$ cat config.mk
export PLATFORM = sky130hd
export DESIGN_NAME = dfs_synth_ctrl
export DESIGN_NICKNAME = d
export VERILOG_FILES = /design/src/rtl/dfs_pkg.sv /design/src/rtl/dfs_synth_ctrl.sv
export VERILOG_INCLUDE_DIRS = /design/src /design/src/rtl
export SDC_FILE = /design/constraint.sdc
export NUM_CORES = 1
export LEC_CHECK = 0
export ABC_AREA = 1
export ABC_CLOCK_PERIOD_IN_PS = 4300
export BUFFER_PORTS_ARGS = -buffer_cell sky130_fd_sc_hd__clkbuf_2
export CORE_MARGIN = 3
export CORE_UTILIZATION = 45
export DETAILED_ROUTE_END_ITERATION = 7
export SLEW_MARGIN = 20
export SYNTH_ARGS = -nofsm -noshare
export SYNTH_HDL_FRONTEND = slang
export SYNTH_SLANG_ARGS = --single-unit
$ cat constraint.sdc
create_clock -name pclk -period 4.3 [get_ports pclk]
set_input_delay 0.215 -clock pclk [delete_from_list [all_inputs] [get_ports pclk]]
set_output_delay 0.215 -clock pclk [all_outputs]
set_load 0.05 [all_outputs]
$ cat src/rtl/dfs_consts.svh
/*
 Constants of the synthesizer control core: control word layout, register
 offsets and reset values. Assumes inclusion by rtl/dfs_pkg.sv and the core.
*/
// Behaviour
// - 24-bit accumulator advances by frequency register
// - 22-bit settings, two top bits zero
// - first word mode zero, second mode one
// - mode pin picks the frequency setting
// - FSK active when mode select bit clear
// - deviation weighted by four
// - modulation high adds four times deviation
// - settings kept through standby
// - acquisition pump only while unlocked
// - three-bit acquisition gain field
// - feedback divider 256 or 512
// - rising clock shifts data; strobe loads latch
// - 24-bit words MSB first, last 24 kept
`ifndef DFS_CONSTS_SVH
`define DFS_CONSTS_SVH
// control word layout
`define DFS_WORD_W 24
`define DFS_FW_W 22
`define DFS_FSKD_W 8
`define DFS_ADDR2_MSB 23
`define DFS_ADDR2_LSB 22
`define DFS_ADDR3_LSB 21
`define DFS_ADDR_A 2'h0
`define DFS_ADDR_B 2'h1
`define DFS_ADDR_C 3'h4
`define DFS_ADDR_D 3'h5
`define DFS_ADDR_E 3'h7
`define DFS_FW_MSB 21
`define DFS_DIV_BIT 17
`define DFS_MODSEL_BIT 16
`define DFS_AG_MSB 15
`define DFS_AG_LSB 13
`define DFS_PLL_BIT 12
`define DFS_VCO_BIT 11
`define DFS_PA_MSB 10
`define DFS_PA_LSB 9
`define DFS_FSKD_MSB 7
`define DFS_FSKD_LSB 0
`define DFS_E_PAYLOAD_MSB 20
`define DFS_WORD_RST 24'h000000
// pin vector positions
`define DFS_PIN_SCLK 0
`define DFS_PIN_SDATA 1
`define DFS_PIN_STROBE 2
`define DFS_PIN_MODE 3
`define DFS_PIN_TXD 4
`define DFS_PIN_LOCK 5
`define DFS_PIN_WAKE 6
`define DFS_PIN_N 7
// apb map
`define DFS_OFS_CTRL 8'h00
`define DFS_OFS_STATUS 8'h04
`define DFS_OFS_FREQ 8'h08
`define DFS_OFS_PHASE 8'h0C
`define DFS_OFS_WORD_C 8'h10
`define DFS_OFS_WORD_D 8'h14
`define DFS_CTRL_RUN_RST 1'b1
`define DFS_CTRL_RUN_BIT 0
`endif

$ cat src/rtl/dfs_pkg.sv
/*
 Types of the synthesizer control core.
 Assumes dfs_consts.svh is on the include path.
*/
`include "dfs_consts.svh"
package dfs_pkg;
  typedef logic [`DFS_WORD_W-1:0] dfs_word_t;
  // analog-side controls derived from the latches
  typedef struct packed {
    logic pll_en;
    logic osc_en;
    logic [1:0] pa_mode;
    logic div_512;
    logic [2:0] acq_gain;
    logic acq_pump_en;
    logic fsk_active;
    logic test_mode;
  } dfs_ctrl_s;
  // raw asynchronous pins
  typedef struct packed {
    logic tx_wake;
    logic lock_det;
    logic tx_data;
    logic mode_sel;
    logic strobe;
    logic sdata;
    logic sclk;
  } dfs_pins_s;
endpackage

$ cat src/rtl/dfs_synth_ctrl.sv
/*
 Synthesizer control core: three-wire loader, control latches, frequency
 register with two-level FSK, phase accumulator and an APB status slave.
 Assumes pclk is the reference clock; pins arrive asynchronously.
*/
// Added by the designer: the register offsets and the APB slave port.
`timescale 1ns/10ps
`include "dfs_consts.svh"
module dfs_synth_ctrl
  import dfs_pkg::*;
#(
  parameter int ACC_W = 24
) (
  input wire logic pclk,
  input wire logic presetn,
  input wire logic ce,
  input wire logic psel,
  input wire logic penable,
  input wire logic pwrite,
  input wire logic [7:0] paddr,
  input wire logic [31:0] pwdata,
  output logic [31:0] prdata,
  output logic pready,
  output logic pslverr,
  input wire dfs_pins_s pins,
  output logic [ACC_W-1:0] freq_reg_q,
  output logic [ACC_W-1:0] phase_q,
  output dfs_ctrl_s ctrl_q
);

  // ==========================================================
  // pin synchronisers
  logic [`DFS_PIN_N-1:0] pin_m_q;
  logic [`DFS_PIN_N-1:0] pin_s_q;
  logic [`DFS_PIN_N-1:0] pin_p_q;
  logic [`DFS_PIN_N-1:0] pin_m_d;
  logic [`DFS_PIN_N-1:0] pin_s_d;
  logic [`DFS_PIN_N-1:0] pin_p_d;

  always_comb begin
    pin_m_d = pin_m_q;
    pin_s_d = pin_s_q;
    pin_p_d = pin_p_q;
    if (ce) begin
      pin_m_d = pins;
      pin_s_d = pin_m_q;
      pin_p_d = pin_s_q;
    end
  end

  always_ff @(posedge pclk or negedge presetn) begin
    if (!presetn) begin
      pin_m_q <= '0;
      pin_s_q <= '0;
      pin_p_q <= '0;
    end else begin
      pin_m_q <= pin_m_d;
      pin_s_q <= pin_s_d;
      pin_p_q <= pin_p_d;
    end
  end

  logic sclk_rise;
  logic strobe_rise;
  logic sdata_s;
  logic mode_s;
  logic txd_s;
  logic lock_s;
  logic wake_s;

  assign sclk_rise = pin_s_q[`DFS_PIN_SCLK] & ~pin_p_q[`DFS_PIN_SCLK];
  assign strobe_rise = pin_s_q[`DFS_PIN_STROBE] & ~pin_p_q[`DFS_PIN_STROBE];
  assign sdata_s = pin_s_q[`DFS_PIN_SDATA];
  assign mode_s = pin_s_q[`DFS_PIN_MODE];
  assign txd_s = pin_s_q[`DFS_PIN_TXD];
  assign lock_s = pin_s_q[`DFS_PIN_LOCK];
  assign wake_s = pin_s_q[`DFS_PIN_WAKE];

  // ==========================================================
  // serial shift register
  dfs_word_t shift_q;
  dfs_word_t shift_d;

  always_comb begin
    shift_d = shift_q;
    if (ce && sclk_rise) begin
      // msb first; older leading bits fall off the top
      shift_d = {shift_q[`DFS_WORD_W-2:0], sdata_s};
    end
  end

  always_ff @(posedge pclk or negedge presetn) begin
    if (!presetn) begin
      shift_q <= `DFS_WORD_RST;
    end else begin
      shift_q <= shift_d;
    end
  end

  // ==========================================================
  // control latches, only reset by presetn
  function automatic logic hit2(input dfs_word_t w, input logic [1:0] a);
    hit2 = (w[`DFS_ADDR2_MSB:`DFS_ADDR2_LSB] == a);
  endfunction

  function automatic logic hit3(input dfs_word_t w, input logic [2:0] a);
    hit3 = (w[`DFS_ADDR2_MSB:`DFS_ADDR3_LSB] == a);
  endfunction

  dfs_word_t word_a_q;
  dfs_word_t word_b_q;
  dfs_word_t word_c_q;
  dfs_word_t word_d_q;
  dfs_word_t word_a_d;
  dfs_word_t word_b_d;
  dfs_word_t word_c_d;
  dfs_word_t word_d_d;
  logic test_q;
  logic test_d;

  always_comb begin
    word_a_d = word_a_q;
    word_b_d = word_b_q;
    word_c_d = word_c_q;
    word_d_d = word_d_q;
    test_d = test_q;
    // latches change only on a strobe, standby leaves them alone
    if (ce && strobe_rise) begin
      if (hit2(shift_q, `DFS_ADDR_A)) begin
        word_a_d = shift_q;
      end else if (hit2(shift_q, `DFS_ADDR_B)) begin
        word_b_d = shift_q;
      end else if (hit3(shift_q, `DFS_ADDR_C)) begin
        word_c_d = shift_q;
      end else if (hit3(shift_q, `DFS_ADDR_D)) begin
        word_d_d = shift_q;
      end else if (hit3(shift_q, `DFS_ADDR_E)) begin
        // test latch: any payload bit enters test mode, all zero leaves
        test_d = |shift_q[`DFS_E_PAYLOAD_MSB:0];
      end
    end
  end

  always_ff @(posedge pclk or negedge presetn) begin
    if (!presetn) begin
      word_a_q <= `DFS_WORD_RST;
      word_b_q <= `DFS_WORD_RST;
      word_c_q <= `DFS_WORD_RST;
      word_d_q <= `DFS_WORD_RST;
      test_q <= 1'b0;
    end else begin
      word_a_q <= word_a_d;
      word_b_q <= word_b_d;
      word_c_q <= word_c_d;
      word_d_q <= word_d_d;
      test_q <= test_d;
    end
  end

  // ==========================================================
  // frequency register
  logic [`DFS_FW_W-1:0] freq_word_mode_zero;
  logic [`DFS_FW_W-1:0] freq_word_mode_one;
  logic [`DFS_FSKD_W-1:0] fsk_deviation_value;
  logic modulation_mode_select;
  logic [ACC_W-1:0] base_freq;
  logic [ACC_W-1:0] fsk_step;
  logic [ACC_W-1:0] freq_reg_d;

  assign freq_word_mode_zero = word_a_q[`DFS_FW_MSB:0];
  assign freq_word_mode_one = word_b_q[`DFS_FW_MSB:0];
  assign fsk_deviation_value = word_c_q[`DFS_FSKD_MSB:`DFS_FSKD_LSB];
  assign modulation_mode_select = word_c_q[`DFS_MODSEL_BIT];

  always_comb begin
    // two top bits forced to zero
    base_freq = mode_s ? ACC_W'(freq_word_mode_one) : ACC_W'(freq_word_mode_zero);
    // deviation sits above two zero lsbs
    fsk_step = ACC_W'({fsk_deviation_value, 2'h0});
    freq_reg_d = freq_reg_q;
    if (ce) begin
      if (!modulation_mode_select && txd_s) begin
        freq_reg_d = ACC_W'(base_freq + fsk_step);
      end else begin
        freq_reg_d = base_freq;
      end
    end
  end

  always_ff @(posedge pclk or negedge presetn) begin
    if (!presetn) begin
      freq_reg_q <= '0;
    end else begin
      freq_reg_q <= freq_reg_d;
    end
  end

  // ==========================================================
  // phase accumulator
  logic run_q;
  logic [ACC_W-1:0] phase_d;

  always_comb begin
    phase_d = phase_q;
    if (ce && run_q && wake_s) begin
      // carry out of the msb is dropped
      phase_d = ACC_W'(phase_q + freq_reg_q);
    end
  end

  always_ff @(posedge pclk or negedge presetn) begin
    if (!presetn) begin
      phase_q <= '0;
    end else begin
      phase_q <= phase_d;
    end
  end

  // ==========================================================
  // analog controls, mode pin selects word c or word d for pll, osc, pa and pump; gain and divider always from word c
  dfs_ctrl_s ctrl_d;
  dfs_word_t mode_word;

  always_comb begin
    mode_word = mode_s ? word_c_q : word_d_q;
    ctrl_d = ctrl_q;
    if (ce) begin
      ctrl_d.pll_en = mode_word[`DFS_PLL_BIT];
      ctrl_d.osc_en = mode_word[`DFS_VCO_BIT];
      ctrl_d.pa_mode = mode_word[`DFS_PA_MSB:`DFS_PA_LSB];
      ctrl_d.div_512 = word_c_q[`DFS_DIV_BIT];
      ctrl_d.acq_gain = word_c_q[`DFS_AG_MSB:`DFS_AG_LSB];
      ctrl_d.acq_pump_en = mode_word[`DFS_PLL_BIT] & ~lock_s;
      ctrl_d.fsk_active = ~modulation_mode_select;
      ctrl_d.test_mode = test_q;
    end
  end

  always_ff @(posedge pclk or negedge presetn) begin
    if (!presetn) begin
      ctrl_q <= '0;
    end else begin
      ctrl_q <= ctrl_d;
    end
  end

  // ==========================================================
  // apb slave, zero wait states
  logic [31:0] prdata_d;
  logic run_d;
  logic mapped;

  always_comb begin
    case (paddr)
      `DFS_OFS_CTRL, `DFS_OFS_STATUS, `DFS_OFS_FREQ,
      `DFS_OFS_PHASE, `DFS_OFS_WORD_C, `DFS_OFS_WORD_D: mapped = 1'b1;
      default: mapped = 1'b0;
    endcase
  end

  assign pready = 1'b1;
  assign pslverr = psel & penable & ~mapped;

  always_comb begin
    prdata_d = prdata;
    run_d = run_q;
    if (ce && psel && !penable && !pwrite) begin
      case (paddr)
        `DFS_OFS_CTRL: prdata_d = 32'(run_q);
        `DFS_OFS_STATUS: prdata_d = 32'({ctrl_q.test_mode, ctrl_q.acq_pump_en,
                                         ctrl_q.fsk_active, wake_s, lock_s, txd_s, mode_s});
        `DFS_OFS_FREQ: prdata_d = 32'(freq_reg_q);
        `DFS_OFS_PHASE: prdata_d = 32'(phase_q);
        `DFS_OFS_WORD_C: prdata_d = 32'(word_c_q);
        `DFS_OFS_WORD_D: prdata_d = 32'(word_d_q);
        default: prdata_d = 32'h00000000;
      endcase
    end
    if (ce && psel && penable && pwrite && paddr == `DFS_OFS_CTRL) begin
      run_d = pwdata[`DFS_CTRL_RUN_BIT];
    end
  end

  always_ff @(posedge pclk or negedge presetn) begin
    if (!presetn) begin
      prdata <= 32'h00000000;
      run_q <= `DFS_CTRL_RUN_RST;
    end else begin
      prdata <= prdata_d;
      run_q <= run_d;
    end
  end
endmodule

## After elaboration in Yosys (flattened, before gate mapping)

Cells that the tools add are included.

- Register bits after elaboration: 226
- Bits in latches: 0
- Memory bits (writable): 0
- Bits in read-only memories: 0
- Input bits: 53
- Output and inout bits: 93
- Logic and storage cells: 74
- Memories: 0

- $add $sub $neg: 2
- $mul: 0
- Divide/modulo/power cells: 0
- Magnitude comparators: 0
- Equality and inequality tests: 9
- Shift-type cells: 0
- Muxes and demuxes: 5
- Bitwise operators: 14
- Reduce and logical (&&, ||, !) cells: 23

Operators by type and width:

| kind | number |
|---|---|
| $pmux 24 s6 | 1 |
| $add 24x24->24 | 1 |
| $add 22x10->23 | 1 |
| $mux 23 | 1 |
| $mux 22 | 1 |
| $reduce_or 21->1 | 1 |
| $eq 8x4->1 const B | 2 |
| $eq 8x5->1 const B | 2 |
| $mux 13 | 1 |
| $logic_and 1x1->1 | 11 |
| $eq 3x3->1 const B | 3 |
| $not 1->1 | 9 |
| $eq 8x3->1 const B | 1 |
| $logic_not 8->1 | 1 |
| $reduce_and 6->1 | 1 |
| $reduce_or 6->1 | 1 |
| $and 1x1->1 | 5 |
| $reduce_and 5->1 | 1 |
| $reduce_and 4->1 | 1 |
| $logic_not 1->1 | 3 |
| $reduce_and 3->1 | 1 |
| $eq 2x1->1 const B | 1 |
| $logic_not 2->1 | 1 |
| $reduce_and 2->1 | 1 |
| $mux 1 | 1 |

## Depth between registers and ports, before layout

- Word-level depth: 5
- Mapped depth: 18

## Worst setup path before layout

OpenSTA, ideal clock, no wires.

- Path kind: reg2reg
- Start point: reg pin_s_q[3]
- End point: reg freq_reg_q[12]
- Library setup time: 0.066 ns
- Arrival time: 2.299 ns
- Data required time: 4.234 ns
- Path slack: 1.935 ns
- Stages on the path, launching flop included: 19
- Period minus slack after synthesis: 2.365 ns
- Cell sequence: dfrtp_1 -> buf_6 -> inv_6 -> buf_6 -> buf_2 -> nand2_1 -> nand2_1 -> ha_1 -> inv_1 -> fa_1 -> inv_1 -> nand2_1 -> nand2_1 -> nand3_1 -> nand2_1 -> nand2_1 -> o21ai_1 -> nand3_1 -> nand2_1

- Longest elaborated chain between the ends: 3

Ends and longest elaborated chain:

| element | line | source |
|---|---|---|
| start: declaration | dfs_synth_ctrl.sv:34 | `` logic [`DFS_PIN_N-1:0] pin_s_q; `` |
| start signal: assignment | dfs_synth_ctrl.sv:58 | `pin_s_q <= pin_s_d;` |
| $mux 22 * | dfs_synth_ctrl.sv:177 | `base_freq = mode_s ? ACC_W'(freq_word_mode_one) : ACC_W'(freq_word_mode_zero);` |
| $add 22x10->23 | dfs_synth_ctrl.sv:183 | `freq_reg_d = ACC_W'(base_freq + fsk_step);` |
| $mux 23 * | dfs_synth_ctrl.sv:182 | `if (!modulation_mode_select && txd_s) begin` |
| end signal: assignment | dfs_synth_ctrl.sv:194 | `freq_reg_q <= freq_reg_d;` |
| end: declaration | dfs_synth_ctrl.sv:26 | `output logic [ACC_W-1:0] freq_reg_q,` |

Mark *: on every way between the ends. The rest lies on a longest branch, timed or not.
A chain may end at the register's enable or synchronous reset.

## Worst setup path in the final report

Ends and elaborated chain as after synthesis.

==> summary.txt <==
Worst setup path
  – CP max FO: 22
  – Worst setup EP type: flop
  – Crit path required time: around 4.8 ns
  – Slowest CP cell: dfrtp_1
  – Crit path largest cell delay: slightly above 0.5 ns
  – Critical path type: flop to flop
  – Worst Reg2Reg Path Length in Cells: 15
  – CP Launch Type: flop
  – Reg-to-Reg End: freq_reg_q[12]
  – Worst path cell trace: inv_6, nand2_1, nand2_1, ha_1, inv_1, fa_1, inv_1, nand2_1, nand2_1, nand3_1, nand2_1, nand2_1, o21ai_1, nand3_1, nand2_1
  – Reg2Reg Setup Slack: ~1.7 ns
  – Worst R2R Start: pin_s_q[3]
  – Arr. time, crit path: approximately 3.1 ns
  – Most frequent CP cell: nand2_1

Routing
  – Vias: about 10,000
  – DR DRC count: 0
  – Detailed Route WL: about 35,000 µm
  – Drt pass-1 iters: 5
  – Remaining antenna violation count: 0
  – Via density: between 5 and 6
  – DRT iter0 DRCs: between 700 and 800
  – Post-DR wirelength/cell: between 15 and 20 µm

Floorplan
  – Core Area: 0.02547 mm²
  – Die Height: around 170 µm
  – Die area: around 0.028 mm²
  – Effective utilization at floorplan: a little under half
  – IO Count: 146
  – Rows: slightly below 60
  – Die extent in x: between 150 and 200 µm

Timing
  – Setup violators final: 0
  – Tcrit/Tclk final: between 60 and 70%
  – Relative slew slack: between 40% and 50%
  – Max Freq: roughly 390 MHz
  – Pins Over Slew Limit: 0
  – Worst hold slack: 0.1719 ns
  – RSZ-0062 raised after global routing: false
  – Worst Max-Slew Pin Slew: approximately 0.84 ns
  – Clock Skews: 0.01182 ns
  – Final hold vios: 0
  – Setup Total Neg Slack: 0 ns
  – Min cycle time layout: around 2.6 ns

Logic synthesis
  – #FFs+latches synth: 216
  – Synthesized area: 0.01180 mm²
  – Area leader, netlist: dfrtp_1
  – Cells after Synth: around 1,600
  – Post-synth EDFFs: 0
  – Leading post-synthesis cells by instance count: nand2_1, dfrtp_1, inv_1
  – Top_reg_cell synth: dfrtp_1
  – Syn Area/Cell: approximately 7.4 µm²
  – Asr flop ratio synth: between 90% and 100%
  – Ys Warns: 0
  – Top-count cell post-synth: nand2_1
  – Sequential area share after synthesis: between 40% and 50%
  – Synth top area share: roughly 46%
  – Yosys cell types: between 40 and 50
  – Top cells by area in the synthesized netlist: dfrtp_1, nand2_1, inv_1, o21ai_0, nand3_1

Layout
  – Antenna diodes: 0
  – Share of cells above drive strength 1: about an eighth
  – Nets: approximately 1,800
  – Area occupied by multi-input gates: 0.005286 mm²
  – P&R area growth vs syn: 14.91%
  – Register area: around 0.0054 mm²
  – Fillers: roughly 2,500

Clocking
  – Number of post-CTS setup repair buffers: 0
  – Clock buffer depth: 3
  – # H-tree levels: 1
  – CTS tree: yes
  – Total CTS buffers: 26
  – Hold_buf cts: 10
  – Root Driver: clkbuf_16
  – Clk slew on worst S/H paths: approximately 0.060 ns
  – Total clock sinks: between 200 and 250
  – Post-CTS Resized: 0
  – Clk_lat worst skew: approximately 0.54 ns

GRT
  – Initial antenna violation count: 0
  – All-Layer GR Usage: around a quarter
  – Global-route wire length before repair: around 56,000 µm
  – Vias in the first global route: 10,140
  – Total congestion overflow: 0
  – Largest net degree at the start of global routing: 85

Place
  – Number of buffers added on ports: about 100
  – RD Place Congestion: 0.8883
  – Final HPWL from detailed placement: 25,820 µm

Hold path
  – WHS Path Cells: 6
  – Hold_sp: paddr[3]
  – Hold Crit Class: input pin to flop
  – Hold Path Sink: prdata[3]

Run
  – Max-cap violations: 0

Pwr
  – Static leakage: slightly above 7 nW
  – Maximum VDD drop: around 0.32 mV
  – Pwr per Cell Area: approximately 400 mW/mm²

Status
  – Status: completed
==> how the worst max path moves through the flow <==
stage	from	cells after the start	end	slack, ns
2_1_floorplan	pin_s_q[3]	18	freq_reg_q[12]	1.93
3_3_place_gp	pin_s_q[3]	15	freq_reg_q[12]	1.73
3_5_place_dp	pin_s_q[3]	15	freq_reg_q[12]	1.69
4_1_cts	pin_s_q[3]	15	freq_reg_q[12]	1.68
5_1_grt	pin_s_q[3]	15	freq_reg_q[12]	1.36
6_report	pin_s_q[3]	15	freq_reg_q[12]	1.70
==> placed cells by master (no fill, tap or decap), types with 6 or more instances in the layout <==
cell type	instances
clkbuf_16	26
o21ai_0	141
o21ai_2	6
nand2_1	582
clkbuf_2	103
xnor2_1	6
nand3_1	115
inv_2	11
inv_1	191
o21ai_1	43
buf_4	17
dlygate4sd3_1	10
nand2_2	7
o22ai_1	19
ha_1	31
nor2_1	62
nand4_1	18
nand3b_1	7
a21oi_1	20
dfrtp_1	215
conb_1	10
==> critical path, delay by kind of cell, from the launching register on <==
kind,cells,cell delay [ns]
compound gates,1,0.12
fa+ha+maj,2,0.57
buf+inv,3,0.38
flops,1,0.51
simple gates,9,0.95
==> where the power goes <==
group,internal [mW],switching (mW)
clock,1.44,0.896
sequential,2.15,0.104
combinational,0.190,0.549
==> kinds of logic (layout without fill, tap and decap cells) <==
family | Yosys count | in the layout | share of synthesized area (%)
simple gates | 823 | 823 | 29.42
fa+ha+maj | 33 | 33 | 3.626
mux | 1 | 1 | 0.08483
other cells | 2 | 10 | 0.06364
buf+inv | 272 | 380 | 9.638
flops | 216 | 216 | 45.82
xor+xnor | 8 | 8 | 0.5938
compound gates | 239 | 239 | 10.75
==> metal layers <==
| metal | wire [µm] | vias to the layer above | part of all wire, % | global-route usage, % |
|---|---|---|---|---|
| met5 | 0 | - | 0 | 0 |
| met2 | 16240 | 258 | 46 | 40.80 |
| met4 | 1174 | 0 | 3.3 | 8.182 |
| met3 | 1674 | 61 | 4.8 | 3.733 |
| li1 | - | 5240 | - | - |
| met1 | 16000 | 4929 | 46 | 34.27 |
==> flip-flops by register name (all words and copies together), names as in the netlist, 11 cells and up <==
register,flops
word_d_q,24
word_b_q,22
prdata,24
word_a_q,22
freq_reg_q,23
phase_q,24
ctrl_q,11
shift_q,24
word_c_q,24
==> through the flow <==
step	total power [mW]	instances	setup WS [ns]	instance area [µm²]	util, %
global placement	3.007	1984	1.728	12530	49.19
detailed placement	3.022	1984	1.692	12530	49.19
floorplan	2.778	1602	1.935	11830	-
finish	5.326	2040	1.704	13560	53.23
global route	5.551	2040	1.362	13560	53.23
CTS	5.372	2040	1.678	13560	53.23
==> final cells by class <==
| cell class | count | share of cell area [%] |
|---|---|---|
| clock inverters | 12 | 1.458 |
| well taps | 330 | 3.045 |
| flip-flops and latches | 216 | 39.87 |
| multi-input cells | 1114 | 38.99 |
| repair buffers | 131 | 5.592 |
| inverters | 203 | 5.657 |
| clock buffers | 34 | 5.389 |
Note: power is estimated with default switching activity, not from simulation.
